$ cat src/adc_cmd_map.svh
/*
   Holds the bit positions, reset values, pin indexes, fixed channel numbers,
   table values and timing constants of the ADC command decoder.
   Assumes it is included by bare name; it defines macros only.
*/
`ifndef ADC_CMD_MAP_SVH
`define ADC_CMD_MAP_SVH

// ====================================================================
// command byte routing and fields
`define CONV_SEL_BIT   7
`define SETUP_SEL_BIT  6
`define AVG_SEL_BIT    5
`define RST_SEL_BIT    4
`define RST_FIFO_BIT   3
`define RST_KEEP_MASK  8'hF8
`define CH_HI          6
`define CH_LO          3
`define SCAN_HI        2
`define SCAN_LO        1
`define TEMP_BIT       0
`define CKM_HI         5
`define CKM_LO         4
`define REFM_HI        3
`define REFM_LO        2
`define PADR_HI        1
`define PADR_LO        0
`define AVERAGING_ENABLE_BIT      4
`define NAVG_HI        3
`define NAVG_LO        2
`define NSCAN_HI       1
`define NSCAN_LO       0

// ====================================================================
// codes and reset values
`define REG_RESET      8'h00
`define SETUP_RESET    8'h20
`define CKM_EXT        2'h3
`define SCAN_LOW_UP    2'h0
`define SCAN_REPEAT    2'h2
`define SCAN_ONCE      2'h3
`define REFM_INT_OFF   2'h0
`define REFM_INT_ON    2'h2
`define REFM_EXT_DIFF  2'h3
`define PADR_UNI       2'h2
`define CHANNELS       16
`define PAIRS          8
`define CONVERSION_START_PIN_CH       4'hF
`define REFN_CH        4'hE
`define ONE_SAMPLE     6'h01
`define NAVG_0         6'h04
`define NAVG_1         6'h08
`define NAVG_2         6'h10
`define NAVG_3         6'h20
`define NSCAN_0        5'h04
`define NSCAN_1        5'h08
`define NSCAN_2        5'h0C
`define NSCAN_3        5'h10

// ====================================================================
// serial port
`define PIN_SCLK       0
`define PIN_CS         1
`define PIN_DIN        2
`define PIN_CNV        3
`define PIN_IDLE       4'hA
`define BYTE_LAST      3'h7
`define WORD_LAST      4'hF
`define LEAD_ZEROS     4'h0

// ====================================================================
// timing
`define CORE_CLK_NS    100
`define T_CNV_NS       3500
`define T_TS_NS        65000
`define T_RP_NS        65000
`define CYC_CEIL(ns)   (((ns) + `CORE_CLK_NS - 1) / `CORE_CLK_NS)
`define T_CNV_CYC      `CYC_CEIL(`T_CNV_NS)
`define T_TS_CYC       `CYC_CEIL(`T_TS_NS)
`define T_RP_CYC       `CYC_CEIL(`T_RP_NS)

`endif

$ cat src/adc_cmd_pkg.sv
/*
   Holds the types of the ADC command decoder: decode states and the
   state records of the serial port and of the decoder core.
   Assumes nothing of its surroundings.
*/
package adc_cmd_pkg;

   typedef enum logic [2:0] {
      DEC_CMD = 3'b001,
      DEC_UNI = 3'b010,
      DEC_BIP = 3'b100
   } decode_state_t;

   typedef struct packed {
      logic [3:0]  s1, s2, s3, lvl;
      logic        seen_rise;
      logic [7:0]  shift_in;
      logic [2:0]  bit_cnt;
      logic [15:0] out_sh;
      logic [3:0]  out_cnt;
      logic        dout;
      logic        byte_valid;
      logic [7:0]  byte_data;
      logic        frame_start, frame_end, conversion_start_pin_fall, pop;
   } port_state_t;

   typedef struct packed {
      decode_state_t dec;
      logic [7:0]    conv, setup, avg, rst, uni, bip;
      logic          ref_powered;
      logic          scan_start, fifo_clear, temp_request, reference_wake, result_pop;
      logic [15:0]   chan_mask;
      logic [7:0]    bip_mask;
      logic [4:0]    result_count;
      logic [5:0]    samples;
      logic [19:0]   scan_time;
   } core_state_t;

endpackage

$ cat src/spi_link_if.sv
/*
   Carries received bytes, frame events and result pops from the serial
   port to the decoder core. Assumes both ends run on core_clk.
*/
`timescale 1ns/1ps
interface spi_link_if (
   input wire logic core_clk
);
   logic       byte_valid;
   logic [7:0] byte_data;
   logic       frame_start;
   logic       frame_end;
   logic       conversion_start_pin_fall;
   logic       pop;

   modport port (output byte_valid, byte_data, frame_start, frame_end, conversion_start_pin_fall, pop);
   modport core (input  byte_valid, byte_data, frame_start, frame_end, conversion_start_pin_fall, pop);
endinterface

$ cat src/spi_byte_port.sv
/*
   Serial port of the ADC: filters the pins, assembles command bytes on
   rising serial clock edges and shifts 16-bit results out on falling ones.
   Assumes pins are asynchronous to core_clk and the serial clock is slow
   enough to give several core cycles per phase.
*/
`timescale 1ns/1ps
`include "adc_cmd_map.svh"
module spi_byte_port (
   input  wire logic        core_clk,
   input  wire logic        reset_n,
   input  wire logic        sclk,
   input  wire logic        cs_n,
   input  wire logic        din,
   input  wire logic        conversion_start_pin_n,
   input  wire logic [11:0] result_word,
   input  wire logic        result_valid,
   output logic             dout,
   spi_link_if.port         lk
);
   adc_cmd_pkg::port_state_t st;
   adc_cmd_pkg::port_state_t next_st;
   logic [3:0]  lvl_n;
   logic        sclk_rise, sclk_fall, cs_fall, cs_rise;
   logic [15:0] word_in;

   // ====================================================================
   // pin filter: a change counts once stages two and three agree
   assign lvl_n     = (st.s3 & ~(st.s2 ^ st.s3)) | (st.lvl & (st.s2 ^ st.s3));
   assign sclk_rise = ~st.lvl[`PIN_SCLK] & lvl_n[`PIN_SCLK];
   assign sclk_fall = st.lvl[`PIN_SCLK] & ~lvl_n[`PIN_SCLK];
   assign cs_fall   = st.lvl[`PIN_CS] & ~lvl_n[`PIN_CS];
   assign cs_rise   = ~st.lvl[`PIN_CS] & lvl_n[`PIN_CS];
   assign word_in   = result_valid ? {`LEAD_ZEROS, result_word} : '0;

   // ====================================================================
   // byte assembly and result shifting
   always_comb begin
      next_st            = st;
      next_st.s1         = {conversion_start_pin_n, din, cs_n, sclk};
      next_st.s2         = st.s1;
      next_st.s3         = st.s2;
      next_st.lvl        = lvl_n;
      next_st.byte_valid = 1'h0;
      next_st.frame_start = 1'h0;
      next_st.frame_end  = 1'h0;
      next_st.pop        = 1'h0;
      next_st.conversion_start_pin_fall = st.lvl[`PIN_CNV] & ~lvl_n[`PIN_CNV];
      if (cs_fall) begin
         next_st.frame_start = 1'h1;
         next_st.bit_cnt     = '0;
         next_st.out_cnt     = '0;
         next_st.seen_rise   = 1'h0;
         next_st.out_sh      = word_in;
         next_st.pop         = result_valid;
         next_st.dout        = word_in[15];
      end else if (cs_rise) begin
         next_st.frame_end = 1'h1;
         next_st.dout      = 1'h0;
      end else if (!st.lvl[`PIN_CS]) begin
         if (sclk_rise) begin
            next_st.seen_rise = 1'h1;
            next_st.shift_in  = {st.shift_in[6:0], st.lvl[`PIN_DIN]};
            next_st.bit_cnt   = st.bit_cnt + 3'h1;
            if (st.bit_cnt == `BYTE_LAST) begin
               next_st.byte_valid = 1'h1;
               next_st.byte_data  = {st.shift_in[6:0], st.lvl[`PIN_DIN]};
            end
         end
         // idle-high clock: the fall before the first rise moves nothing
         if (sclk_fall && st.seen_rise) begin
            next_st.out_cnt = st.out_cnt + 4'h1;
            if (st.out_cnt == `WORD_LAST) begin
               next_st.out_sh = word_in;
               next_st.pop    = result_valid;
            end else begin
               next_st.out_sh = {st.out_sh[14:0], 1'h0};
            end
            next_st.dout = next_st.out_sh[15];
         end
      end
   end

   always_ff @(posedge core_clk) begin
      if (!reset_n) begin
         st     <= '0;
         st.s1  <= `PIN_IDLE;
         st.s2  <= `PIN_IDLE;
         st.s3  <= `PIN_IDLE;
         st.lvl <= `PIN_IDLE;
      end else begin
         st <= next_st;
      end
   end

   assign dout           = st.dout;
   assign lk.byte_valid  = st.byte_valid;
   assign lk.byte_data   = st.byte_data;
   assign lk.frame_start = st.frame_start;
   assign lk.frame_end   = st.frame_end;
   assign lk.conversion_start_pin_fall  = st.conversion_start_pin_fall;
   assign lk.pop         = st.pop;
endmodule

$ cat src/adc_cmd_decoder.sv
/*
   Command decoder of a 16-channel 12-bit ADC. Takes command bytes from the
   serial port, keeps the conversion, setup, averaging, reset and pair
   registers, and plans each scan: channels, result count, samples per
   result and, for clock modes 00 and 10, the expected scan time.
   Assumes a conversion core that runs the plan and a result FIFO that
   presents its oldest word on result_word while result_valid is high.
*/
`timescale 1ns/1ps
`include "adc_cmd_map.svh"
module adc_cmd_decoder (
   input  wire logic        core_clk,
   input  wire logic        reset_n,
   input  wire logic        sclk,
   input  wire logic        cs_n,
   input  wire logic        din,
   input  wire logic        conversion_start_pin_n,
   input  wire logic [11:0] result_word,
   input  wire logic        result_valid,
   output logic             dout,
   output logic             result_pop,
   output logic [7:0]       conversion_request,
   output logic [7:0]       setup_config,
   output logic [7:0]       averaging_config,
   output logic [7:0]       soft_reset_command,
   output logic [7:0]       unipolar_pair_enable,
   output logic [7:0]       bipolar_pair_enable,
   output logic [7:0]       bipolar_pair_mask,
   output logic             scan_start,
   output logic [15:0]      scan_channel_mask,
   output logic [4:0]       result_count,
   output logic [5:0]       samples_per_result,
   output logic             temp_request,
   output logic             reference_wake,
   output logic [19:0]      scan_time_cycles,
   output logic             fifo_clear
);
   adc_cmd_pkg::core_state_t st;
   adc_cmd_pkg::core_state_t next_st;
   logic [7:0]  d;
   logic        cmd_byte, conv_write, setup_write, avg_write, rst_write, start_now;
   logic [7:0]  req_conv;
   logic [3:0]  req_ch;
   logic [1:0]  req_scan;
   logic [1:0]  clk_mode;
   logic        single, ref_diff, avg_on, wake;
   logic [15:0] blk, in_rng, chan_mask;
   logic [4:0]  plan_count;
   logic [5:0]  plan_samples;
   logic [19:0] plan_time;

   spi_link_if lk (.core_clk(core_clk));

   spi_byte_port u_port (
      .core_clk     (core_clk),
      .reset_n      (reset_n),
      .sclk         (sclk),
      .cs_n         (cs_n),
      .din          (din),
      .conversion_start_pin_n      (conversion_start_pin_n),
      .result_word  (result_word),
      .result_valid (result_valid),
      .dout         (dout),
      .lk           (lk.port)
   );

   function automatic logic [4:0] count_ones(input logic [15:0] v);
      logic [4:0] c;
      c = 5'h00;
      for (int k = 0; k < `CHANNELS; k++) begin
         c = c + 5'(v[k]);
      end
      return c;
   endfunction

   // ====================================================================
   // byte routing
   assign d           = lk.byte_data;
   assign cmd_byte    = lk.byte_valid && st.dec == adc_cmd_pkg::DEC_CMD;
   assign conv_write  = cmd_byte && d[`CONV_SEL_BIT];
   assign setup_write = cmd_byte && !d[`CONV_SEL_BIT] && d[`SETUP_SEL_BIT];
   assign avg_write   = cmd_byte && d[`CONV_SEL_BIT:`SETUP_SEL_BIT] == 2'h0 && d[`AVG_SEL_BIT];
   assign rst_write   = cmd_byte && d[`CONV_SEL_BIT:`AVG_SEL_BIT] == 3'h0 && d[`RST_SEL_BIT];
   assign clk_mode    = st.setup[`CKM_HI:`CKM_LO];
   assign start_now   = (conv_write && clk_mode[1]) || (lk.conversion_start_pin_fall && !clk_mode[1]);

   // ====================================================================
   // scan plan
   assign req_conv = conv_write ? d : st.conv;
   assign req_ch   = req_conv[`CH_HI:`CH_LO];
   assign req_scan = req_conv[`SCAN_HI:`SCAN_LO];
   // external clock mode disables scanning
   assign single   = req_scan[1] || clk_mode == `CKM_EXT;
   assign ref_diff = st.setup[`REFM_HI:`REFM_LO] == `REFM_EXT_DIFF;

   for (genvar i = 0; i < `CHANNELS; i++) begin : g_chan
      localparam logic [3:0] CH = 4'(i);
      logic pdiff;
      assign pdiff = st.uni[`PAIRS - 1 - i / 2] | st.bip[`PAIRS - 1 - i / 2];
      assign blk[i] = (CH == `CONVERSION_START_PIN_CH && !clk_mode[1]) || (CH == `REFN_CH && ref_diff);
      assign in_rng[i] = single ? CH == req_ch
                       : (req_scan == `SCAN_LOW_UP ? CH <= req_ch : CH >= req_ch);
      assign chan_mask[i] = in_rng[i] & ~blk[i]
                          & (CH[0] ? ~pdiff : ~(pdiff & blk[i ^ 1]));
   end

   assign avg_on = st.avg[`AVERAGING_ENABLE_BIT] && clk_mode != `CKM_EXT;

   always_comb begin
      plan_count = count_ones(chan_mask);
      if (req_scan == `SCAN_REPEAT && clk_mode != `CKM_EXT && plan_count != 5'h00) begin
         case (st.avg[`NSCAN_HI:`NSCAN_LO])
            2'h0:    plan_count = `NSCAN_0;
            2'h1:    plan_count = `NSCAN_1;
            2'h2:    plan_count = `NSCAN_2;
            default: plan_count = `NSCAN_3;
         endcase
      end
      plan_samples = `ONE_SAMPLE;
      if (avg_on) begin
         case (st.avg[`NAVG_HI:`NAVG_LO])
            2'h0:    plan_samples = `NAVG_0;
            2'h1:    plan_samples = `NAVG_1;
            2'h2:    plan_samples = `NAVG_2;
            default: plan_samples = `NAVG_3;
         endcase
      end
   end

   assign wake = st.setup[`REFM_HI:`REFM_LO] == `REFM_INT_OFF
              || (st.setup[`REFM_HI:`REFM_LO] == `REFM_INT_ON && !st.ref_powered);

   always_comb begin
      plan_time = 20'h00000;
      if (!clk_mode[0]) begin
         plan_time = 20'(`T_CNV_CYC) * 20'(plan_samples) * 20'(plan_count)
                   + (req_conv[`TEMP_BIT] ? 20'(`T_TS_CYC) : 20'h00000)
                   + (wake ? 20'(`T_RP_CYC) : 20'h00000);
      end
   end

   // ====================================================================
   // register file and decode state
   always_comb begin
      next_st            = st;
      next_st.scan_start = 1'h0;
      next_st.fifo_clear = 1'h0;
      next_st.result_pop = lk.pop;
      if (lk.byte_valid) begin
         case (st.dec)
            adc_cmd_pkg::DEC_UNI: begin
               next_st.uni = d;
               next_st.dec = adc_cmd_pkg::DEC_CMD;
            end
            adc_cmd_pkg::DEC_BIP: begin
               next_st.bip = d;
               next_st.dec = adc_cmd_pkg::DEC_CMD;
            end
            adc_cmd_pkg::DEC_CMD: begin
               if (conv_write) begin
                  next_st.conv = d;
               end else if (setup_write) begin
                  next_st.setup = d;
                  if (d[`PADR_HI]) begin
                     next_st.dec = d[`PADR_LO] ? adc_cmd_pkg::DEC_BIP : adc_cmd_pkg::DEC_UNI;
                  end
               end else if (avg_write) begin
                  next_st.avg = d;
               end else if (rst_write) begin
                  next_st.rst        = d & `RST_KEEP_MASK;
                  next_st.fifo_clear = 1'h1;
                  if (!d[`RST_FIFO_BIT]) begin
                     next_st.conv        = `REG_RESET;
                     next_st.setup       = `SETUP_RESET;
                     next_st.avg         = `REG_RESET;
                     next_st.rst         = `REG_RESET;
                     next_st.uni         = `REG_RESET;
                     next_st.bip         = `REG_RESET;
                     next_st.ref_powered = 1'h0;
                  end
               end
            end
            default: next_st.dec = adc_cmd_pkg::DEC_CMD;
         endcase
      end
      if (lk.frame_end) begin
         next_st.dec = adc_cmd_pkg::DEC_CMD;
      end
      if (start_now) begin
         next_st.scan_start     = 1'h1;
         next_st.chan_mask      = chan_mask;
         next_st.result_count   = plan_count + 5'(req_conv[`TEMP_BIT]);
         next_st.samples        = plan_samples;
         next_st.temp_request   = req_conv[`TEMP_BIT];
         next_st.reference_wake = wake;
         next_st.scan_time      = plan_time;
         next_st.ref_powered    = st.setup[`REFM_HI:`REFM_LO] == `REFM_INT_ON;
      end
      next_st.bip_mask = next_st.bip & ~next_st.uni;
   end

   always_ff @(posedge core_clk) begin
      if (!reset_n) begin
         st       <= '0;
         st.dec   <= adc_cmd_pkg::DEC_CMD;
         st.setup <= `SETUP_RESET;
      end else begin
         st <= next_st;
      end
   end

   // ====================================================================
   // outputs
   assign result_pop           = st.result_pop;
   assign conversion_request   = st.conv;
   assign setup_config         = st.setup;
   assign averaging_config     = st.avg;
   assign soft_reset_command   = st.rst;
   assign unipolar_pair_enable = st.uni;
   assign bipolar_pair_enable  = st.bip;
   assign bipolar_pair_mask    = st.bip_mask;
   assign scan_start           = st.scan_start;
   assign scan_channel_mask    = st.chan_mask;
   assign result_count         = st.result_count;
   assign samples_per_result   = st.samples;
   assign temp_request         = st.temp_request;
   assign reference_wake       = st.reference_wake;
   assign scan_time_cycles     = st.scan_time;
   assign fifo_clear           = st.fifo_clear;
endmodule

$ cat config.mk
export PLATFORM = sky130hd
export DESIGN_NAME = adc_cmd_decoder
export DESIGN_NICKNAME = d
export VERILOG_FILES = /design/src/adc_cmd_pkg.sv /design/src/spi_link_if.sv /design/src/spi_byte_port.sv /design/src/adc_cmd_decoder.sv
export VERILOG_INCLUDE_DIRS = /design/src
export SDC_FILE = /design/constraint.sdc
export NUM_CORES = 1
export LEC_CHECK = 0
export BUFFER_PORTS_ARGS = -buffer_cell sky130_fd_sc_hd__buf_2
export CORE_MARGIN = 4
export CORE_UTILIZATION = 60
export CTS_CLUSTER_DIAMETER = 200
export DETAILED_ROUTE_END_ITERATION = 10
export PLACE_DENSITY = 0.89
export SYNTH_ARGS = -nofsm -noshare
export SYNTH_HDL_FRONTEND = slang
export SYNTH_SLANG_ARGS = --single-unit
$ cat constraint.sdc
create_clock -name core_clk -period 10.1 [get_ports core_clk]
set_clock_uncertainty 0.2 [all_clocks]
set_input_delay 0 -clock core_clk [delete_from_list [all_inputs] [get_ports core_clk]]
set_output_delay 0 -clock core_clk [all_outputs]
set_load 0.005 [all_outputs]
* After elaboration in Yosys (flattened, before gate mapping) *
Cells that the tools add are included.

word-level totals
  flip-flop bits (word level) = 171
  logic and storage cells = 317

cells by class
  multiplexer cells = 76
  $lt $le $gt $ge = 32
  bitwise gates (word level) = 56
  add/subtract/negate cells = 20
  reductions and logical operators = 53
  $mul = 2
  eq/ne operators = 45

operators with widths
  operator                                                 number
  two-way mux 49 bit                                       2
  two-way mux 17 bit                                       4
  adder 5 x 1 -> 5 bit                                     12
  two-way mux 1 bit                                        41
  two-way mux 20 bit                                       2
  two-way mux 19 bit                                       2
  equality test 4 bit, first input constant                8
  greater-or-equal comparator 4 bit, first input constant  8
  less-or-equal comparator 4 bit, first input constant     8
  two-way mux 16 bit                                       2
  two-way mux 8 bit                                        4
  one-hot mux 8 bit (2 select lines)                       2
  two-way mux 29 bit                                       1
  inverter 1 bit                                           24
  AND reduction 6 bit                                      4
  inequality test 2 bit, second input constant             11
  two-way mux 10 bit                                       2
  adder 18 x 10 -> 19 bit                                  1
  adder 17 x 10 -> 18 bit                                  1
  two-way mux 9 bit                                        2
  one-hot mux 6 bit (3 select lines)                       1
  bitwise AND 1 bit                                        17
  multiplier 12 x 5 -> 17 bit                              1
  equality test 3 x 4 -> 1 bit, first input constant       4
  other kinds (54)                                         120

* Depth between registers and ports, before layout *
Gate-level depths: netlist of the first run.

  word-level depth = 30
  gate-level depth with buffers = 37
  depth with buffers taken out = 35

* Hierarchy *
Synthesis of the first run repeated with hierarchy kept, for this count alone.

unflattened totals
  cell total of the unflattened synthesis = 1222
  area total of the unflattened synthesis = 10795.4 sq um

modules (own cells, without submodules)
  module           area each (sq um)  cells an instance  instances
  adc_cmd_decoder  8398.1             972                1
  spi_byte_port    2397.3             250                1

* Worst setup path before layout of the first run *
No wires, ideal clock.

  path kind = reg-to-reg
  from = reg st[109] in the netlist's numbering
  to = reg st, in the netlist scan_time_cycles[16]
  clock period less this slack = 9388 ps
  arrival = 9070 ps
  path slack = 712 ps
  cell stages (with the launch flop) = 36
  path buffers = 2
  cell sequence = dfxtp_1 > nand4bb_1 > buf_4 > nor2_4 > mux2i_2 > o211ai_1 > o21ai_1 > nor3_1 > fa_1 > fa_1 > fa_1 > inv_1 > fa_1 > inv_1 > ha_1 > inv_1 > fa_1 > xor2_1 > a22o_1 > o211ai_1 > a31o_2 > buf_2 > and2_1 > fa_1 > inv_1 > fa_1 > inv_1 > fa_1 > fa_1 > ha_1 > and4_1 > nand2_1 > a21oi_1 > nor3_1 > or3_1 > a32o_1

on the way
  elaborated cells between the ends (all ways) = 124
  those cells by class = add/sub: 17; mul: 1; order compare: 32; eq/ne: 17; mux: 36; bitwise: 11; reduce/logical: 10

RTL lines
  item                                                                line                    text
  start, declared                                                     adc_cmd_decoder.sv:38   adc_cmd_pkg::core_state_t st;
  start signal, assigned                                              adc_cmd_decoder.sv:208  st <= next_st;
  equality test 3 x 1 -> 1 bit *                                      adc_cmd_decoder.sv:79   assign cmd_byte = lk.byte_valid && st.dec == adc_cmd_pkg::DEC_CMD;
  logical AND 1 bit *                                                 adc_cmd_decoder.sv:79
  logical AND 1 bit *                                                 adc_cmd_decoder.sv:80   assign conv_write = cmd_byte && d[`CONV_SEL_BIT];
  two-way mux 7 bit *                                                 adc_cmd_decoder.sv:89   assign req_conv = conv_write ? d : st.conv;
  greater-or-equal comparator 3 x 4 -> 1 bit (tied with other cells)  adc_cmd_decoder.sv:102  : (req_scan == `SCAN_LOW_UP ? CH <= req_ch : CH >= req_ch);
  two-way mux 1 bit                                                   adc_cmd_decoder.sv:102
  two-way mux 1 bit *                                                 adc_cmd_decoder.sv:101  assign in_rng[i] = single ? CH == req_ch
  bitwise AND 1 bit *                                                 adc_cmd_decoder.sv:104  & (CH[0] ? ~pdiff : ~(pdiff & blk[i ^ 1]));
  net chan_mask[7]                                                    adc_cmd_decoder.sv:47   logic [15:0] blk, in_rng, chan_mask;
  adder 5 x 1 -> 5 bit * (9 in series)                                adc_cmd_decoder.sv:71   c = c + 5'(v[k]);
  nonzero test 5 bit                                                  adc_cmd_decoder.sv:111  if (req_scan == `SCAN_REPEAT && clk_mode != `CKM_EXT && plan_count != 5'h00) begin
  logical AND 1 bit                                                   adc_cmd_decoder.sv:111
  two-way mux 5 bit *                                                 adc_cmd_decoder.sv:111
  multiplier 12 x 5 -> 17 bit *                                       adc_cmd_decoder.sv:136  plan_time = 20'(`T_CNV_CYC) * 20'(plan_samples) * 20'(plan_count)
  adder 17 x 10 -> 18 bit *                                           adc_cmd_decoder.sv:136
  adder 18 x 10 -> 19 bit *                                           adc_cmd_decoder.sv:136
  two-way mux 19 bit *                                                adc_cmd_decoder.sv:135  if (!clk_mode[0]) begin

Mark *: on every way through the listed nets, which the timed path passes. The rest lies on a longest branch.
A chain may end at the register's enable or synchronous reset.

* Worst setup path after layout of the first run *
  from = reg st[110] in the netlist's numbering
  to = reg st, in the netlist scan_time_cycles[16]

on the way
  cells in the longest elaborated chain, start to end = 30
  elaborated cells between the ends (all ways) = 124
  those cells by class = add/sub: 17; mul: 1; order compare: 32; eq/ne: 17; mux: 36; bitwise: 11; reduce/logical: 10

RTL lines
  item                                                                line
  equality test 3 x 1 -> 1 bit *                                      adc_cmd_decoder.sv:79
  logical AND 1 bit *                                                 adc_cmd_decoder.sv:79
  logical AND 1 bit *                                                 adc_cmd_decoder.sv:80
  two-way mux 7 bit *                                                 adc_cmd_decoder.sv:89
  greater-or-equal comparator 1 x 4 -> 1 bit (tied with other cells)  adc_cmd_decoder.sv:102
  two-way mux 1 bit                                                   adc_cmd_decoder.sv:102
  two-way mux 1 bit *                                                 adc_cmd_decoder.sv:101
  bitwise AND 1 bit *                                                 adc_cmd_decoder.sv:104
  net chan_mask[1]                                                    adc_cmd_decoder.sv:47
  [4 not listed]                                                      --
  adder 5 x 1 -> 5 bit * (11 in series)                               adc_cmd_decoder.sv:71
  nonzero test 5 bit                                                  adc_cmd_decoder.sv:111
  logical AND 1 bit                                                   adc_cmd_decoder.sv:111
  two-way mux 5 bit *                                                 adc_cmd_decoder.sv:111
  multiplier 12 x 5 -> 17 bit *                                       adc_cmd_decoder.sv:136
  adder 17 x 10 -> 18 bit *                                           adc_cmd_decoder.sv:136
  adder 18 x 10 -> 19 bit *                                           adc_cmd_decoder.sv:136
  two-way mux 19 bit *                                                adc_cmd_decoder.sv:135

Marked as above.

==> reports/results.ini, run 1 <==
[outcome]
outcome=finished clean

[yosys]
synth_xor_xnor_area_share=0.01379
async_flop_share=0
synth_compound_area_frac=0.1749
synth_top_family_by_area=simple AND/OR/NAND/NOR gates
synth_warnings=0
syn_area_per_cell_um2=9.130
ys_types=96
synthFlopType=dfxtp_1
netlist_instances=1183
synthSimpleGateAreaFrac=0.1917
synth-seq-cells=166
seq_area_frac_synth=0.3077
synthAdderAreaFrac=0.1705
synth_edf_count=0
synthMuxAreaShare=0.01807
syn-cell-area_um2=10800

[worst_setup_path]
r2r_slack_ps=360
start_kind=flip-flop
cp_top_family=adder cells
r2r_cells=33
worst-endpoint-arrival_ps=9860
slowest_stage=fa_1
critPathRequiredTime_ps=10220
crit_fanout=7
crit_top_cell=fa_1
r2r-end=scan_time_cycles[16]
crit_path_max_incr_delay_ps=570
timing.rr.start=st[110]
end_kind=flip-flop
worstSetupPathType=reg2reg
path_buf_inv=6

[timing]
fin_ws_ps=357.5
hold_viol_final=0
relSlewSlack=0.1775
worst_pin_slew_ps=1230
final_max_slew_viol_count=0
setup_violations=0
post-route-min-period_ps=9742
layout_worst_path_cycle_share=0.9646
fmax_mhz=102.6

[placed_design]
place_congestion=0.9832
post_dp_cell_area_um2=10890
hpwlAfterDp_mm=19.35
pre_cts_ws_ps=180.5
portBuffers=122

[power_and_ir_drop]
ir_drop_uv=116.3
p_sw_uw=320.7
power_mw=1.372
power_frac_comb=0.022
power.share.clock=0.499
p_leak_nw=5.402
switching_share=0.2338
p_seq_frac=0.479
pwr_density_cell_nw_per_um2=116.2
internal_power_mw=1.051

[min_path]
holdCritPathClass=in2reg
min_to=u_port.next_st[56]
min_from=din
min_path_cells=3

[route]
wl_per_cell_um=18.67
drc=0
viasPerCell=5.807
wirelength_mm=27.30
ant_nets=0
drt_iter0_drc=597
first_pass_iters=5
vias=8490

[final_layout]
antennaDiodeCount=0
fin_nets=1362
post-route-cell-area_um2=11810
fin_util=0.6757
area_growth_pct=9.337
fillers=1365
layout-drive-gt1-share=0.1964

[cts]
clock_sinks=166
path_clk_slew_ps=70
ctsHtreeMaxLevel=4
clk_latency_ps=430
numCtsBuffers=17
clock_path_buffers=2
cts_tree=done
cts-root-buf=clkbuf_16

[die]
dieArea_um2=20210
dieWidth_um=142.2
die_h_um=142.2
start_util=0.6180
num_rows=48
io_pins=128
coreArea_um2=17480

[grt]
grt_first_pass_wirelength_mm=44.01
grt_start_max_net_pins=81
grt-ovfl-total=0
antenna_found_initial=0
grt_use_total=0.2705
grt_pass1_vias=8446

[flow_run]
cap_violations=0

[cells by family (layout without fill, tap and decap cells)]
kind of cell             after synthesis  in the layout
XOR/XNOR                              17             17
flip-flops                           166            166
buffers and inverters                236            284
adder cells (fa/ha/maj)              119            119
other                                  1              6
multiplexers                          19             19
AO/OA/AOI/OAI                        246            246
AND/OR/NAND/NOR                      379            380
[repair_timing]
item,4_1_cts,5_1_grt
hold buffers,22,0
endpoints found under the hold margin,49,0
setup buffers,0,2
resized for setup,0,17
endpoints found under the setup margin,0,10
[synthesized netlist by cell type (all sizes together) (27+ instances only)]
| library cell | number | share of area |
|---|---|---|
| clkbuf | 38 | 0.013 |
| a21oi | 41 | 0.019 |
| and2 | 55 | 0.032 |
| a21boi | 29 | 0.020 |
| a22oi | 27 | 0.019 |
| inv | 78 | 0.027 |
| o21ai | 38 | 0.018 |
| buf | 120 | 0.082 |
| ha | 72 | 0.083 |
| nand2 | 99 | 0.036 |
| fa | 47 | 0.087 |
| nor2b | 50 | 0.029 |
| nor2 | 65 | 0.024 |
| dfxtp | 166 | 0.31 |
[cell type report]
class                      instances  area (um2)  area share
clock buffer                      19       442.9     0.03751
timing repair buffer             174        1056     0.08943
tap                              225       281.5     0.02384
clock inverter                    13       161.4     0.01367
sequential                       166        3329      0.2819
multi-input combinational        787        6245      0.5288
inverter                          78       292.8     0.02479
[worst register-to-register path: cells and delay by family (launching register included)]
family / cells / cell delay [ps]
flip-flops: 1 / 360
XOR/XNOR: 1 / 190
AND/OR/NAND/NOR: 8 / 1620
AO/OA/AOI/OAI: 7 / 1730
adder cells (fa/ha/maj): 11 / 5030
buffers and inverters: 6 / 530
[per-stage QoR]
step / TNS (ps) / instances / hold WS (ps)
detailed placement: 0 / 1405 / -7.345
global route: -99.02 / 1462 / 139.7
CTS: 0 / 1459 / 101.4
finish: 0 / 1462 / 120.8
global placement: 0 / 1405 / -14.97
floorplan: 0 / 1188 / -98.53
[worst max-delay path by stage]
stage,to,depth (start not counted),start
after global placement,scan_time_cycles[16],33,st[111]
after CTS,scan_time_cycles[16],33,st[110]
after global routing,scan_time_cycles[16],33,st[110]
final,scan_time_cycles[16],33,st[110]
after detailed placement,scan_time_cycles[16],33,st[111]
after floorplan,scan_time_cycles[16],35,st[109]
[sequential cells by signal, indices dropped and copies added (netlist names), 4 cells and up, named ones only]
register and flops:
u_port.st 37, scan_time_cycles 19, scan_channel_mask 16, averaging_config 8, bipolar_pair_enable 8, bipolar_pair_mask 8, conversion_request 8, setup_config 8
u_port.lk.byte_data 8, u_port.next_st 8, unipolar_pair_enable 8, result_count 5, samples_per_result 5, soft_reset_command 5, st 4
[layer usage]
layer  vias up  wire length (um)  part of all wire  global-route usage
li1       4042                 -                 -                   -
met3        51              2026             0.074             0.06418
met1      4059             11700              0.43              0.3518
met2       338             12960              0.47              0.4467
met5         -                 0                 0                   0
met4         0               617             0.023             0.08636
[cells in the final DEF (no fill, tap or decap), drive strengths merged, types with 13 or more instances in the layout]
master / instances
a22o: 14
inv: 84
a21oi: 41
a21boi: 29
nor3b: 17
and3: 14
nor2b: 50
dfxtp: 166
a221oi: 14
a22oi: 27
mux2i: 18
nand2: 99
fa: 47
ha: 72
o21ai: 38
buf: 152
and2: 55
nand3: 25
dlygate4sd3: 22
nor2: 65
nand2b: 13
clkbuf: 19
[power groups by stage]
stage	registers [mW]	clock network, mW	logic, mW
5_1_grt	0.657	0.717	0.0327
3_3_place_gp	0.672	0	0.0225
3_5_place_dp	0.672	0	0.0229
6_report	0.657	0.684	0.0303
2_1_floorplan	0.672	0	0.0171
4_1_cts	0.657	0.689	0.0291
(Power assumes the default switching activity.)
==> run 2, diff against run 1 <==
BUFFER_PORTS_ARGS = -buffer_cell sky130_fd_sc_hd__clkbuf_2   (was -buffer_cell sky130_fd_sc_hd__buf_2)
==> run 2 against run 1 <==
Final area is 0.59% lower. Core utilization is 0.40 points lower. Clock-buffer cell count is 1 higher.
==> reports/results.ini, run 2 (synthesis results as in run 1) <==
[timing]
setup_violations=0  ; unchanged
hold_slack_ps=107.0  ; was 120.8 ps
fmax_mhz=102.5  ; was 102.6 MHz
final_max_slew_viol_count=0  ; unchanged
rsz0062_at_grt=no
setup_tns_ps=0  ; unchanged
relSlewSlack=0.2093  ; was 0.1775
layout_worst_path_cycle_share=0.9658  ; was 0.9646
hold_viol_final=0  ; unchanged
post-route-min-period_ps=9754  ; was 9742 ps
worst_pin_slew_ps=1183  ; was 1230 ps

[placed_design]
hpwlAfterDp_mm=18.98  ; was 19.35 mm
post_dp_cell_area_um2=10860  ; was 10890 um2
portBuffers=122  ; unchanged
place_congestion=0.9803  ; was 0.9832

[route]
drt_iter0_drc=636  ; was 597
drc=0  ; unchanged
first_pass_iters=5  ; unchanged
wl_per_cell_um=17.62  ; was 18.67 um
viasPerCell=5.785  ; was 5.807
ant_nets=0  ; unchanged
vias=8434  ; was 8490
wirelength_mm=25.70  ; was 27.30 mm

[grt]
grt_first_pass_wirelength_mm=41.94  ; was 44.01 mm
grt_start_max_net_pins=97  ; was 81
grt_use_total=0.2552  ; was 0.2705
grt-ovfl-total=0  ; unchanged
grt_pass1_vias=8237  ; was 8446
antenna_found_initial=0  ; unchanged

[worst_setup_path]
critPathRequiredTime_ps=10220  ; about the same
end_kind=flip-flop  ; unchanged
start_kind=flip-flop  ; unchanged
r2r_slack_ps=350  ; was 360 ps
crit_path_max_incr_delay_ps=560  ; was 570 ps
crit_fanout=11  ; was 7
crit_top_cell=fa_1  ; unchanged
slowest_stage=fa_1  ; unchanged
worstSetupPathType=reg2reg  ; unchanged
worst-endpoint-arrival_ps=9880  ; was 9860 ps

[final_layout]
fillers=1354  ; was 1365
top_register=u_port.st  ; unchanged
layout_commonest_cell=dfxtp_1  ; unchanged
final_cell_mix=165 x dfxtp_1, 122 x clkbuf_2, 96 x nand2_1  ; was 161 x dfxtp_1, 122 x buf_2, 96 x nand2_1
post-route-cell-area_um2=11740  ; was 11810 um2
area_growth_pct=8.689  ; was 9.337%
layout-drive-gt1-share=0.1922  ; was 0.1964
fin_nets=1358  ; was 1362
fin_util=0.6717  ; was 0.6757
antennaDiodeCount=0  ; unchanged
largest_reg_flops=37  ; unchanged

[flow_run]
cap_violations=0  ; unchanged

[cts]
cts-root-buf=clkbuf_16  ; unchanged
clock_sinks=166  ; unchanged
path_clk_slew_ps=70  ; about the same
ctsHtreeMaxLevel=4  ; unchanged
cts_tree=done  ; unchanged
clock_path_buffers=2  ; unchanged
clk_latency_ps=430  ; about the same
numCtsBuffers=17  ; unchanged

[die]
io_pins=128  ; unchanged
start_util=0.6180  ; unchanged
coreArea_um2=17480  ; unchanged
dieWidth_um=142.2  ; unchanged
num_rows=48  ; unchanged
die_h_um=142.2  ; unchanged
dieArea_um2=20210  ; unchanged

[outcome]
outcome=finished clean  ; unchanged

[power_and_ir_drop]
p_leak_nw=5.275  ; was 5.402 nW
ir_drop_uv=113.2  ; was 116.3 uV
pwr_density_cell_nw_per_um2=111.8  ; was 116.2 nW/um2

[min_path]
holdCritPathClass=in2reg  ; unchanged

[run 2: cell count changes in the layout (fill, tap and decap cells not counted), sizes merged]
cell	previous run	this run
buf	152	28
clkbuf	19	142
dlygate4sd3	22	19
bufinv	2	0
inv	84	86
clkinvlp	1	0
nor2	65	66
[run 2: worst max-delay path: cells and delay by family, from the launching register on]
family                   cells  cell delay [ps]
XOR/XNOR                     1              200
AO/OA/AOI/OAI                7             1580
AND/OR/NAND/NOR              8             1680
adder cells (fa/ha/maj)     11             5000
flip-flops                   1              470
buffers and inverters        6              490
[run 2: area by class of cell]
type                       count  area [um2]  share of cell area
multi-input combinational    788        6270              0.5341
sequential                   166        3324              0.2832
timing repair buffer         169        1011             0.08612
clock buffer                  20       446.7             0.03805
inverter                      78       292.8             0.02494
tap                          225       281.5             0.02398
clock inverter                12       112.6            0.009593
[run 2: repair_timing]
item,4_1_cts,5_1_grt
hold buffers,19,0
buffers inserted,0,4
gates resized for setup,0,16
setup endpoints to repair,0,10
endpoints found under the hold margin,33,0
[run 2: power by group]
| group | internal, mW | switching (mW) |
|---|---|---|
| Combinational | 0.0144 | 0.0145 |
| Clock | 0.332 | 0.295 |
| Sequential | 0.656 | 0.00106 |
[run 2: layer usage]
| metal | GRT usage | vias up | routed length [um] |
|---|---|---|---|
| met4 | 0.08737 | 0 | 728 |
| met1 | 0.3374 | 4023 | 11100 |
| li1 | - | 4040 | - |
| met5 | 0 | - | 0 |
| met2 | 0.4102 | 316 | 11950 |
| met3 | 0.06284 | 55 | 1920 |
[run 2: metrics by stage]
stage	setup slack, ps	instances	power (mW)
2_1_floorplan	712.2	1188	0.6890
3_3_place_gp	305.5	1401	0.6944
3_5_place_dp	142.2	1401	0.6951
4_1_cts	101.9	1452	1.317
5_1_grt	2.367	1458	1.352
6_report	345.5	1458	1.313
[run 2: final timing paths]
| kind | end | start | cells after the start |
|---|---|---|---|
| max | scan_time_cycles[16] | u_port.lk.byte_valid | 33 |
| min | u_port.next_st[57] | conversion_start_pin_n | 3 |
| max reg2reg | scan_time_cycles[16] | u_port.lk.byte_valid | 33 |
| min reg2reg | u_port.next_st[53] | u_port.next_st[57] | 1 |
